$ cat src/verilog/core_pwr_pkg.sv
package core_pwr_pkg;

   typedef enum logic [2:0] {
      power_up_state,
      active_state,
      light_sleep_state,
      regular_sleep_state,
      deep_sleep_state,
      level_change_state
   } pwr_state_t;

   // Sleep kind carried with a sleep request
   localparam logic [1:0] SLEEP_LIGHT   = 2'h0;
   localparam logic [1:0] SLEEP_REGULAR = 2'h1;
   localparam logic [1:0] SLEEP_DEEP    = 2'h2;

   // Run levels: low-speed and high-speed core clock
   localparam logic LEVEL_LOW      = 1'h0;
   localparam logic LEVEL_HIGH     = 1'h1;
   localparam int   LOW_LEVEL_MHZ  = 20;
   localparam int   HIGH_LEVEL_MHZ = 50;
   localparam logic RESET_LEVEL    = LEVEL_LOW;

   // Analog status inputs, synchronised as one vector
   localparam int ANALOG_WIDTH = 4;
   localparam int AIN_SUPPLY   = 0;
   localparam int AIN_OSC      = 1;
   localparam int AIN_VREG     = 2;
   localparam int AIN_RESET    = 3;
   localparam logic [3:0] ANALOG_RESET_VALUE = 4'h0;

endpackage

$ cat src/verilog/core_power_state_controller.sv
`timescale 1ns/10ps
// Operation
// - In power-up both oscillators stay off and all digital modules are held in reset.
// - Power-up moves to active only with good supply, stable oscillator and no other reset.
// - Entering active from power-up or deep sleep leaves the timer oscillator off until firmware enables it.
// - A non-light sleep request in active goes straight to regular or deep sleep when the chip is idle, else to light sleep.
// - Light sleep halts the CPU with the system oscillator on, and a valid interrupt returns to active.
// - Light sleep persists for a light request and waits for core idle before regular or deep sleep.
// - Regular sleep turns the system oscillator off, and an interrupt or DMA request turns it back on.
// - After a sleep wake with a stable oscillator, go to active on an interrupt, else to light sleep.
// - Deep sleep acts as regular sleep but also turns the timer oscillator off.
// - The core runs at a 20 MHz or 50 MHz level, available only in active and light sleep.
// - Level switches pass the level-change state, which retargets analog and gates the system clock.
// - The level-change state returns to active only when regulator and oscillator are stable.
module core_power_state_controller (
   input  wire logic       i_clk,
   input  wire logic       i_rst_n,
   input  wire logic       i_supply_good,
   input  wire logic       i_sys_osc_stable,
   input  wire logic       i_vreg_stable,
   input  wire logic       i_other_reset,
   input  wire logic       i_sleep_req,
   input  wire logic [1:0] i_sleep_kind,
   input  wire logic       i_level_req,
   input  wire logic       i_level_target,
   input  wire logic       i_irq_valid,
   input  wire logic       i_dma_req,
   input  wire logic       i_chip_active,
   input  wire logic       i_core_active,
   input  wire logic       i_timer_fw_en,
   output logic      [2:0] o_state,
   output logic            o_module_reset,
   output logic            o_cpu_halt,
   output logic            o_sys_osc_en,
   output logic            o_sys_clk_en,
   output logic            o_timer_osc_en,
   output logic            o_run_level,
   output logic            o_level_target
);

   typedef struct packed {
      core_pwr_pkg::pwr_state_t state;
      logic [1:0]               kind;
      logic                     wake;
      logic                     unstable_seen;
      logic                     timer_on;
      logic                     level;
      logic                     target;
   } ctrl_t;

   ctrl_t q;
   ctrl_t d;

   logic [core_pwr_pkg::ANALOG_WIDTH-1:0] ain_raw;
   logic [core_pwr_pkg::ANALOG_WIDTH-1:0] ain;
   logic       supply_ok;
   logic       osc_ok;
   logic       vreg_ok;
   logic       ext_reset;
   logic       sleep_pend;
   logic [1:0] pend_kind;
   logic       level_pend;
   logic       pend_target;
   logic       take_sleep;
   logic       take_level;

   function automatic logic in_sleep(input core_pwr_pkg::pwr_state_t s);
      in_sleep = (s == core_pwr_pkg::regular_sleep_state) ||
                 (s == core_pwr_pkg::deep_sleep_state);
   endfunction

   function automatic core_pwr_pkg::pwr_state_t sleep_of(input logic [1:0] k);
      sleep_of = (k == core_pwr_pkg::SLEEP_DEEP) ? core_pwr_pkg::deep_sleep_state
                                                 : core_pwr_pkg::regular_sleep_state;
   endfunction

   assign ain_raw[core_pwr_pkg::AIN_SUPPLY] = i_supply_good;
   assign ain_raw[core_pwr_pkg::AIN_OSC]    = i_sys_osc_stable;
   assign ain_raw[core_pwr_pkg::AIN_VREG]   = i_vreg_stable;
   assign ain_raw[core_pwr_pkg::AIN_RESET]  = i_other_reset;

   status_sync status_sync_i (
      .i_clk   (i_clk),
      .i_rst_n (i_rst_n),
      .i_async (ain_raw),
      .o_sync  (ain)
   );

   assign supply_ok = ain[core_pwr_pkg::AIN_SUPPLY];
   assign osc_ok    = ain[core_pwr_pkg::AIN_OSC];
   assign vreg_ok   = ain[core_pwr_pkg::AIN_VREG];
   assign ext_reset = ain[core_pwr_pkg::AIN_RESET];

   request_hold request_hold_i (
      .i_clk          (i_clk),
      .i_rst_n        (i_rst_n),
      .i_sleep_req    (i_sleep_req),
      .i_sleep_kind   (i_sleep_kind),
      .i_level_req    (i_level_req),
      .i_level_target (i_level_target),
      .i_take_sleep   (take_sleep),
      .i_take_level   (take_level),
      .o_sleep_pend   (sleep_pend),
      .o_sleep_kind   (pend_kind),
      .o_level_pend   (level_pend),
      .o_level_target (pend_target)
   );

   // Stable flags are trusted only after a drop was seen, since the analog
   // side may still report the old level for a while after a retarget.
   always_comb begin
      d          = q;
      take_sleep = 1'b0;
      take_level = 1'b0;
      case (q.state)
         core_pwr_pkg::power_up_state: begin
            d.timer_on = 1'b0;
            if (supply_ok && osc_ok && !ext_reset) begin
               d.state = core_pwr_pkg::active_state;
            end
         end
         core_pwr_pkg::active_state: begin
            d.timer_on = i_timer_fw_en;
            if (level_pend) begin
               take_level = 1'b1;
               if (pend_target != q.level) begin
                  d.state         = core_pwr_pkg::level_change_state;
                  d.target        = pend_target;
                  d.unstable_seen = 1'b0;
               end
            end else if (sleep_pend) begin
               take_sleep      = 1'b1;
               d.kind          = pend_kind;
               d.wake          = 1'b0;
               d.unstable_seen = 1'b0;
               if (pend_kind == core_pwr_pkg::SLEEP_LIGHT || i_chip_active) begin
                  d.state = core_pwr_pkg::light_sleep_state;
               end else begin
                  d.state = sleep_of(pend_kind);
               end
            end
         end
         core_pwr_pkg::light_sleep_state: begin
            if (i_irq_valid) begin
               d.state = core_pwr_pkg::active_state;
            end else if (q.kind != core_pwr_pkg::SLEEP_LIGHT && !i_core_active) begin
               d.state         = sleep_of(q.kind);
               d.wake          = 1'b0;
               d.unstable_seen = 1'b0;
            end
         end
         core_pwr_pkg::regular_sleep_state,
         core_pwr_pkg::deep_sleep_state: begin
            if (q.state == core_pwr_pkg::deep_sleep_state) begin
               d.timer_on = 1'b0;
            end
            if (!osc_ok) begin
               d.unstable_seen = 1'b1;
            end
            if (i_irq_valid || i_dma_req) begin
               d.wake = 1'b1;
            end
            if (q.wake && q.unstable_seen && osc_ok) begin
               d.wake = 1'b0;
               if (i_irq_valid) begin
                  d.state = core_pwr_pkg::active_state;
               end else begin
                  d.state = core_pwr_pkg::light_sleep_state;
                  d.kind  = core_pwr_pkg::SLEEP_LIGHT;
               end
            end
         end
         core_pwr_pkg::level_change_state: begin
            if (!(vreg_ok && osc_ok)) begin
               d.unstable_seen = 1'b1;
            end
            // both stable at the new target
            if (q.unstable_seen && vreg_ok && osc_ok) begin
               d.state = core_pwr_pkg::active_state;
               d.level = q.target;
            end
         end
         default: begin
            d.state = core_pwr_pkg::power_up_state;
         end
      endcase
      if (d.state == core_pwr_pkg::deep_sleep_state) begin
         d.timer_on = 1'b0;
      end
   end

   always_ff @(posedge i_clk or negedge i_rst_n) begin
      if (!i_rst_n) begin
         q <= {core_pwr_pkg::power_up_state, core_pwr_pkg::SLEEP_LIGHT, 1'b0, 1'b0, 1'b0,
               core_pwr_pkg::RESET_LEVEL, core_pwr_pkg::RESET_LEVEL};
      end else begin
         q <= d;
      end
   end

   assign o_state        = q.state;
   assign o_module_reset = (q.state == core_pwr_pkg::power_up_state);
   assign o_cpu_halt     = (q.state != core_pwr_pkg::active_state);
   // oscillator off in sleep until wake
   assign o_sys_osc_en   = (q.state == core_pwr_pkg::active_state) ||
                           (q.state == core_pwr_pkg::light_sleep_state) ||
                           (q.state == core_pwr_pkg::level_change_state) ||
                           (in_sleep(q.state) && q.wake);
   // clock only in active and light sleep
   assign o_sys_clk_en   = (q.state == core_pwr_pkg::active_state) ||
                           (q.state == core_pwr_pkg::light_sleep_state);
   assign o_timer_osc_en = q.timer_on;
   assign o_run_level    = q.level;
   assign o_level_target = q.target;

   power_up_state_outputs_a: assert property (@(posedge i_clk) disable iff (!i_rst_n)
      (q.state == core_pwr_pkg::power_up_state) |->
         (o_module_reset && !o_timer_osc_en && !o_sys_osc_en && !o_sys_clk_en))
      else $error("power-up outputs wrong");

   power_up_state_exit_a: assert property (@(posedge i_clk) disable iff (!i_rst_n)
      ($past(q.state) == core_pwr_pkg::power_up_state &&
       q.state == core_pwr_pkg::active_state) |->
         $past(supply_ok && osc_ok && !ext_reset))
      else $error("power-up left without good status");

   timer_entry_a: assert property (@(posedge i_clk) disable iff (!i_rst_n)
      (q.state == core_pwr_pkg::active_state &&
       ($past(q.state) == core_pwr_pkg::power_up_state ||
        $past(q.state) == core_pwr_pkg::deep_sleep_state)) |-> !o_timer_osc_en)
      else $error("timer on at active entry");

   sleep_direct_a: assert property (@(posedge i_clk) disable iff (!i_rst_n)
      (take_sleep && pend_kind != core_pwr_pkg::SLEEP_LIGHT && !i_chip_active) |=>
         in_sleep(q.state))
      else $error("idle sleep request not direct");

   light_wake_a: assert property (@(posedge i_clk) disable iff (!i_rst_n)
      (q.state == core_pwr_pkg::light_sleep_state && i_irq_valid) |=>
         (q.state == core_pwr_pkg::active_state) && !o_cpu_halt)
      else $error("light sleep missed interrupt");

   light_hold_a: assert property (@(posedge i_clk) disable iff (!i_rst_n)
      (q.state == core_pwr_pkg::light_sleep_state && !i_irq_valid &&
       (q.kind == core_pwr_pkg::SLEEP_LIGHT || i_core_active)) |=>
         (q.state == core_pwr_pkg::light_sleep_state) && o_sys_osc_en && o_cpu_halt)
      else $error("light sleep left early");

   sleep_wake_a: assert property (@(posedge i_clk) disable iff (!i_rst_n)
      (in_sleep(q.state) && !q.wake && (i_irq_valid || i_dma_req)) |=>
         (o_sys_osc_en || q.state == core_pwr_pkg::active_state))
      else $error("wake did not enable oscillator");

   sleep_exit_a: assert property (@(posedge i_clk) disable iff (!i_rst_n)
      (in_sleep($past(q.state)) && !in_sleep(q.state)) |->
         ($past(osc_ok) && (q.state == core_pwr_pkg::active_state) == $past(i_irq_valid)))
      else $error("sleep exit wrong");

   deep_timer_a: assert property (@(posedge i_clk) disable iff (!i_rst_n)
      (q.state == core_pwr_pkg::deep_sleep_state) |-> !o_timer_osc_en)
      else $error("timer on in deep sleep");

   level_change_a: assert property (@(posedge i_clk) disable iff (!i_rst_n)
      (o_run_level != $past(o_run_level)) |->
         ($past(q.state) == core_pwr_pkg::level_change_state &&
          q.state == core_pwr_pkg::active_state))
      else $error("run level changed outside level change");

   ramp_clock_a: assert property (@(posedge i_clk) disable iff (!i_rst_n)
      (q.state == core_pwr_pkg::level_change_state) |->
         (!o_sys_clk_en && o_level_target != o_run_level))
      else $error("clock not gated in level change");

   ramp_exit_a: assert property (@(posedge i_clk) disable iff (!i_rst_n)
      ($past(q.state) == core_pwr_pkg::level_change_state &&
       q.state != core_pwr_pkg::level_change_state) |-> $past(vreg_ok && osc_ok))
      else $error("level change left while unstable");

   hold_req_a: assert property (@(posedge i_clk) disable iff (!i_rst_n)
      (q.state != core_pwr_pkg::active_state) |-> (!take_sleep && !take_level))
      else $error("request taken outside active");

   light_leave_a: assert property (@(posedge i_clk) disable iff (!i_rst_n)
      (q.state == core_pwr_pkg::light_sleep_state && !i_irq_valid &&
       q.kind != core_pwr_pkg::SLEEP_LIGHT && !i_core_active) |=>
         (q.state == sleep_of($past(q.kind))))
      else $error("light sleep missed core idle");

   req_latch_a: assert property (@(posedge i_clk) disable iff (!i_rst_n)
      (i_sleep_req || i_level_req) |=>
         ((sleep_pend || !$past(i_sleep_req)) && (level_pend || !$past(i_level_req))))
      else $error("request not held");

endmodule

$ cat src/verilog/request_hold.sv
`timescale 1ns/10ps
module request_hold (
   input  wire logic       i_clk,
   input  wire logic       i_rst_n,
   input  wire logic       i_sleep_req,
   input  wire logic [1:0] i_sleep_kind,
   input  wire logic       i_level_req,
   input  wire logic       i_level_target,
   input  wire logic       i_take_sleep,
   input  wire logic       i_take_level,
   output logic            o_sleep_pend,
   output logic      [1:0] o_sleep_kind,
   output logic            o_level_pend,
   output logic            o_level_target
);

   typedef struct packed {
      logic       sleep_pend;
      logic [1:0] sleep_kind;
      logic       level_pend;
      logic       level_target;
   } hold_t;

   hold_t q;
   hold_t d;

   // A new request in the cycle it is taken wins over the take
   always_comb begin
      d = q;
      if (i_take_sleep) begin
         d.sleep_pend = 1'b0;
      end
      if (i_sleep_req) begin
         d.sleep_pend = 1'b1;
         d.sleep_kind = i_sleep_kind;
      end
      if (i_take_level) begin
         d.level_pend = 1'b0;
      end
      if (i_level_req) begin
         d.level_pend   = 1'b1;
         d.level_target = i_level_target;
      end
   end

   always_ff @(posedge i_clk or negedge i_rst_n) begin
      if (!i_rst_n) begin
         q <= {1'b0, core_pwr_pkg::SLEEP_LIGHT, 1'b0, core_pwr_pkg::RESET_LEVEL};
      end else begin
         q <= d;
      end
   end

   assign o_sleep_pend   = q.sleep_pend;
   assign o_sleep_kind   = q.sleep_kind;
   assign o_level_pend   = q.level_pend;
   assign o_level_target = q.level_target;

endmodule

$ cat src/verilog/status_sync.sv
`timescale 1ns/10ps
module status_sync (
   input  wire logic                                 i_clk,
   input  wire logic                                 i_rst_n,
   input  wire logic [core_pwr_pkg::ANALOG_WIDTH-1:0] i_async,
   output logic      [core_pwr_pkg::ANALOG_WIDTH-1:0] o_sync
);

   typedef struct packed {
      logic [core_pwr_pkg::ANALOG_WIDTH-1:0] meta;
      logic [core_pwr_pkg::ANALOG_WIDTH-1:0] sync;
   } sync_t;

   sync_t q;
   sync_t d;

   // First stage feeds only the second stage
   always_comb begin
      d      = q;
      d.meta = i_async;
      d.sync = q.meta;
   end

   always_ff @(posedge i_clk or negedge i_rst_n) begin
      if (!i_rst_n) begin
         q <= {core_pwr_pkg::ANALOG_RESET_VALUE, core_pwr_pkg::ANALOG_RESET_VALUE};
      end else begin
         q <= d;
      end
   end

   assign o_sync = q.sync;

endmodule
$ cat config.mk
export PLATFORM = sky130hd
export DESIGN_NAME = core_power_state_controller
export DESIGN_NICKNAME = d
export VERILOG_FILES = /design/src/verilog/core_pwr_pkg.sv /design/src/verilog/core_power_state_controller.sv /design/src/verilog/request_hold.sv /design/src/verilog/status_sync.sv
export SDC_FILE = /design/constraint.sdc
export NUM_CORES = 1
export LEC_CHECK = 0
export ABC_CLOCK_PERIOD_IN_PS = 1300
export BUFFER_PORTS_ARGS = -buffer_cell sky130_fd_sc_hd__buf_2
export CAP_MARGIN = 20
export CORE_UTILIZATION = 48
export DETAILED_ROUTE_END_ITERATION = 8
export GPL_ROUTABILITY_DRIVEN = 0
export PLACE_DENSITY = 0.7
export SETUP_SLACK_MARGIN = 0.02
export SYNTH_ARGS = -nofsm -noshare
export SYNTH_HDL_FRONTEND = slang
export SYNTH_SLANG_ARGS = --single-unit
$ cat constraint.sdc
create_clock -name i_clk -period 1.3 [get_ports i_clk]
set_input_delay 0.13 -clock i_clk [delete_from_list [all_inputs] [get_ports i_clk]]
set_output_delay 0.13 -clock i_clk [all_outputs]
set_load 0.005 [all_outputs]
==> flow_summary.yaml, run 1 <==
yosys:
  synth_top_family_by_area: "compound AO/OA/AOI/OAI gates"
  syn_nets: 131
  synth_ff_type: "dfrtp_1"
  syn_avg_cell_area_um2: 10.53
  yosys_warnings: 0
  synthSimpleGateAreaFrac_pct: 15.60
  synth.distinct_cells: 39
  synth-compound-area-share_pct: 23.04
  ys_seq_area_share_pct: 47.52
  synthArstFlopShare_pct: 100.0
  syn_inst: 115
  synth_mux_area_share_pct: 6.302
  ys_ff_latch: 23
  syn_area_mm2: 0.001211
  synthAdderAreaFrac_pct: 0
  synth_edf_count: 0
  synth_xor_area_share_pct: 0.7231
pwr:
  vdd_drop_max_mv: 1.323
  p_total_uw: 4048
  p_per_area_mw_per_mm2: 2222
  leakage_uw: 0.0008465
detailed_routing:
  drt-total-wl_um: 3538
  ant_nets: 0
  firstDrtPassIters: 4
  wl_per_cell_um: 16.93
  drc: 0
  drtIter0Drc: 35
  vias: 1177
  via_per_inst: 5.632
floorplan:
  initial_core_util_pct: 52.72
  coreArea_mm2: 0.002297
  row_count: 17
  die-area_mm2: 0.002728
  dieHeight_um: 52.23
  die_x_um: 52.23
  io_pins: 26
layout:
  num_antenna_cells: 0
  layout-drive-gt1-share_pct: 51.38
  area_delta_synth_final_pct: 50.41
  instances_no_fill: 209
  fin_util_pct: 79.30
  nets: 198
setup_path:
  crit_chain: "nor3b_4 -> buf_4 -> o41a_1 -> a22o_1"
  cp_data_arrival_time_ns: 1.77
  worst-path-buf-inv: 1
  worst-setup-path-type: "reg -> reg"
  slowest_stage: "dfrtp_2"
  cp_top_family: "compound AO/OA/AOI/OAI gates"
  max_stage_delay_ns: 0.50
  startpoint_type: "flip-flop"
  cp-end-kind: "flip-flop"
  path_max_fanout: 6
  crit_required_ns: 1.52
grt:
  track_usage_pct: 30.74
  grt_max_degree: 24
  first_global_vias: 1267
  grt_pass1_wl_um: 5844
  antenna_found_initial: 0
  grt-ovfl-total: 0
run_status:
  outcome: "complete, but fails checks"
  violations: "setup timing"
sta:
  rsz0062_at_grt: "true"
  final.setup.worst_slack_ns: -0.2469
  slew_headroom_pct: 65.64
  finalSetupViolCount: 16
  hold_ws_ns: 0.01956
  timing.fmax_ghz: 0.6464
  tightest_slew_ns: 0.5154
  finalHoldViolations: 0
  worst_clock_skew_ns: 0.003926
  final_max_slew_viol_count: 0
  fin_crit_sh_pct: 119.0
  post-route-min-period_ns: 1.547
clocking:
  cts_inserted_buffers: 3
  clock_latency_ns: 0.32
  root_buffer: "clkbuf_4"
  htree_levels: 1
  clk_pin_slew_ns: 0.12
  cts_tree: "done"
  clock_path_buffers: 2
  numClockSinks: 23
placement:
  numPortBuffers: 25
  dp.cells: 185
  dpl_worst_slack_ns: -0.2177
  dpl.hpwl_um: 2268
min_path:
  hp-class: "in -> reg"
flow_run:
  maxCapViolations: 0
[worst reg2reg max path: stages (launching register included)]
cell and delay (ns):
dfrtp_2 0.50, nor3b_4 0.19, buf_4 0.15, o41a_1 0.39, a22o_1 0.21
[path summary, 6_finish.rpt]
path                                         startpoint                                       to  slack (ns)  cells past startpoint
setup / recovery                   o_state[0]$_DFF_PN0_                         q[6]$_DFFE_PN0P_       -0.25                      4
hold / removal                              i_level_req  request_hold_i.o_level_pend$_DFFE_PN0P_        0.02                      2
setup reg to reg                   o_state[0]$_DFF_PN0_                         q[6]$_DFFE_PN0P_       -0.25                      4
hold reg to reg            status_sync_i.d[0]$_DFF_PN0_        status_sync_i.o_sync[0]$_DFF_PN0_        0.37                      0
max in group asynchronous                       i_rst_n                     o_state[0]$_DFF_PN0_        0.63                      2
min in group asynchronous                       i_rst_n        status_sync_i.o_sync[2]$_DFF_PN0_        0.29                      2
[synthesized netlist by cell type (2+ instances only)]
cell type	count	share of area, %
dfrtp_1	23	48
a22o_1	4	2.9
a22oi_1	2	1.2
inv_1	5	1.5
nor3b_1	2	1.2
o211ai_1	5	3.1
nand2b_1	5	2.6
o22ai_1	2	1.0
o21ai_0	7	2.9
nand3_1	3	1.2
nor2_1	5	1.5
buf_2	3	1.2
mux2_2	5	4.6
mux2i_1	2	1.7
a21o_1	2	1.2
a21oi_1	5	2.1
nor2b_1	2	1.0
nor3_1	2	0.83
buf_4	5	3.1
nand2_1	7	2.2
[final cells by class]
cell class                 instances  area, µm²
multi-input combinational         78      616.8
sequential                        23      578.1
timing repair buffer              71      546.8
fill                             147      475.5
tap                               28      35.03
clock buffer                       4      26.28
inverter                           5      18.77
[sequential cells by signal, summed over array words and instances (netlist names)]
signal,count
q,4
status_sync_i.d,4
status_sync_i.o_sync,4
o_state,3
request_hold_i.o_sleep_kind,2
o_level_target,1
o_run_level,1
o_timer_osc_en,1
request_hold_i.o_level_pend,1
request_hold_i.o_level_target,1
request_hold_i.o_sleep_pend,1
[power by group]
part	internal (µW)	total [µW]	switching, µW
Sequential	906	1150	239
Clock	120	346	226
Combinational	1460	2560	1100
[per-stage QoR]
stage / setup TNS, ns / area, µm²
3_5_place_dp: -1.658 / 1525
4_1_cts: -2.028 / 1768
3_3_place_gp: -1.122 / 1525
5_1_grt: -3.052 / 1822
2_1_floorplan: -0.2570 / 1241
6_report: -2.340 / 1822
[layer usage]
layer  GRT usage [%]  share of wire, %
met3           4.058               3.6
met1           36.69                44
met4           14.04               2.0
met5               0                 0
met2           54.49                50
[layout by cell type, fill, tap and decap left out, types with 2 or more instances in the layout]
cell type and instances:
mux2i_1 2, inv_1 3, o211ai_1 5, buf_6 15, a21oi_1 3, o21ai_1 2, nor2_1 4, buf_2 22
mux2_2 4, inv_2 2, o21ai_0 3, nor3b_1 2, a21oi_2 2, clkbuf_4 3, nand2b_1 4, a22o_1 4
nand2_1 7, nand3_1 3, dfrtp_1 21, a22oi_1 2, buf_4 29, a21o_1 2, o22ai_1 2, nor2b_1 2
o21ai_2 2, dfrtp_2 2, dlygate4sd3_1 5
[what timing repair did]
action	CTS	global route
gates resized for setup	24	11
buffers inserted	12	4
pin swaps	5	8
setup endpoints to repair	18	19
cloned	0	0
hold buffers	5	0
endpoints found under the hold margin	27	0
[cells by family after synthesis]
| kind of cell | after synthesis |
|---|---|
| AOI/OAI and AO/OA | 38 |
| xor gates and xnor gates | 1 |
| buffers and inverters | 14 |
| DFF | 23 |
| muxes | 7 |
| and+or+nand+nor | 32 |
Power figures use the tool's default switching activity.
==> run 2, diff against run 1 <==
- CELL_PAD_IN_SITES_DETAIL_PLACEMENT: not set -> 1
- CELL_PAD_IN_SITES_GLOBAL_PLACEMENT: not set -> 2
- CORE_ASPECT_RATIO: not set -> 0.5
- CORE_UTILIZATION: 48 -> 30
==> flow_summary.yaml, run 2 (synthesis gave the netlist of run 1 again) <==
clocking:
  clock_path_buffers: 2
  cts_inserted_buffers: 3
  clock_latency_ns: 0.27
  numClockSinks: 23
  root_buffer: "clkbuf_8"
  cts_tree: "done"
  htree_levels: 1
  clk_pin_slew_ns: 0.09
pwr:
  leakage_uw: 0.0008587
  p_per_area_mw_per_mm2: 2192
  p_total_uw: 4202
  vdd_drop_max_mv: 0.7606
setup_path:
  path_max_fanout: 4
  cp-end-kind: "flip-flop"
  worst-path-buf-inv: 1
  cp_data_arrival_time_ns: 1.68
  crit_required_ns: 1.47
  slowest_stage: "dfrtp_2"
  worst-setup-path-type: "reg -> reg"
  max_stage_delay_ns: 0.48
  crit_chain: "nor3b_4 -> buf_6 -> o41a_1 -> a22o_1"
  startpoint_type: "flip-flop"
  cp_top_family: "compound AO/OA/AOI/OAI gates"
sta:
  tightest_slew_ns: 0.5423
  post-route-min-period_ns: 1.515
  worst_clock_skew_ns: 0.002642
  fin_crit_sh_pct: 116.5
  rsz0062_at_grt: "true"
  finalSetupViolCount: 14
  final_max_slew_viol_count: 0
  fin_setup_tns_ns: -1.884
  timing.fmax_ghz: 0.6600
  slew_headroom_pct: 63.84
  finalHoldViolations: 0
  final.setup.worst_slack_ns: -0.2150
layout:
  area_delta_synth_final_pct: 58.26
  instances_no_fill: 230
  fillers: 413
  nets: 196
  num_antenna_cells: 0
  layout-drive-gt1-share_pct: 55.31
  layout.cells.most_common: "buf_2"
  layout_common_cells: "buf_2 (24), buf_4 (22), dfrtp_1 (19), buf_6 (17)"
  fin_area_mm2: 0.001917
detailed_routing:
  wl_per_cell_um: 17.80
  firstDrtPassIters: 4
  ant_nets: 0
  drt-total-wl_um: 4093
  vias: 1192
  drtIter0Drc: 62
  via_per_inst: 5.183
  drc: 0
flow_run:
  maxCapViolations: 0
grt:
  grt_max_degree: 24
  first_global_vias: 1217
  grt-ovfl-total: 0
  grt_pass1_wl_um: 6520
  antenna_found_initial: 0
  track_usage_pct: 20.97
floorplan:
  dieHeight_um: 46.93
  io_pins: 26
  coreArea_mm2: 0.003641
  row_count: 15
  initial_core_util_pct: 33.26
  die_x_um: 91.86
  die-area_mm2: 0.004311
placement:
  dpl_worst_slack_ns: -0.1879
  placedInstanceArea_mm2: 0.001554
  numPortBuffers: 25
  dpl.hpwl_um: 2741
  dp.cells: 208
run_status:
  outcome: "complete, but fails checks"
  violations: "setup timing"
min_path:
  hp-class: "in -> reg"
## run 2: cell types whose count changed in the layout (fill, tap and decap cells not counted), moves of 2 or more
cell / change
dfrtp_1: -2
buf_2: +2
buf_6: +2
nand2_1: -2
clkbuf_8: +3
clkbuf_4: -3
buf_4: -7
dfrtp_2: +2
## run 2: path summary, 6_finish.rpt
path | cells past startpoint | startpoint | to | slack [ns]
worst max register to register | 4 | o_state[0]$_DFF_PN0_ | q[6]$_DFFE_PN0P_ | -0.22
worst max-delay path | 4 | o_state[0]$_DFF_PN0_ | q[6]$_DFFE_PN0P_ | -0.22
worst min-delay path | 2 | i_level_req | request_hold_i.o_level_pend$_DFFE_PN0P_ | 0.06
min in group asynchronous | 2 | i_rst_n | request_hold_i.o_sleep_kind[0]$_DFFE_PN0P_ | 0.39
worst min register to register | 0 | status_sync_i.d[3]$_DFF_PN0_ | status_sync_i.o_sync[3]$_DFF_PN0_ | 0.36
max in group asynchronous | 2 | i_rst_n | status_sync_i.o_sync[1]$_DFF_PN0_ | 0.52
## run 2: report_power, final
part	switching, µW	total (µW)	leakage [µW]	internal (µW)
Sequential	242	1150	0.000264	908
Combinational	1170	2580	0.000573	1410
Clock	254	471	0.0000217	217
## run 2: through the flow
| step | util (%) | hold slack (ns) |
|---|---|---|
| after floorplan | - | -0.1656 |
| after global placement | 42.68 | 0.1396 |
| after detailed placement | 42.68 | 0.1416 |
| after CTS | 51.10 | 0.05575 |
| after global routing | 52.65 | 0.04806 |
| final | 52.65 | 0.05687 |
## run 2: area by class of cell
cell class,count,area [µm²],share of cell area (%)
well taps,51,63.81,3.329
clock buffers,3,41.29,2.154
multi-input cells,78,663.1,34.60
clock inverters,1,7.507,0.3916
inverters,5,18.77,0.9791
repair buffers,69,541.8,28.26
flip-flops and latches,23,580.6,30.29
## run 2: worst reg2reg max path, delay by kind of cell, from the launching register on
kind | cells | cell delay [ns]
AOI/OAI and AO/OA | 2 | 0.63
and+or+nand+nor | 1 | 0.19
buffers and inverters | 1 | 0.13
DFF | 1 | 0.48
## run 2: what timing repair did
| item | in CTS | in global routing |
|---|---|---|
| pin swaps | 6 | 6 |
| buffers inserted | 11 | 2 |
| gates resized for setup | 33 | 13 |
| endpoints found under the setup margin | 17 | 16 |
| hold buffers | 5 | 0 |
| endpoints found under the hold margin | 27 | 0 |
## run 2: metal layers
metal	global-route usage, %	share of wire (%)	vias to the layer above
met5	0	0	-
met4	5.000	1.3	0
met3	4.207	4.3	6
met2	35.67	47	35
met1	28.56	47	598
li1	-	-	553
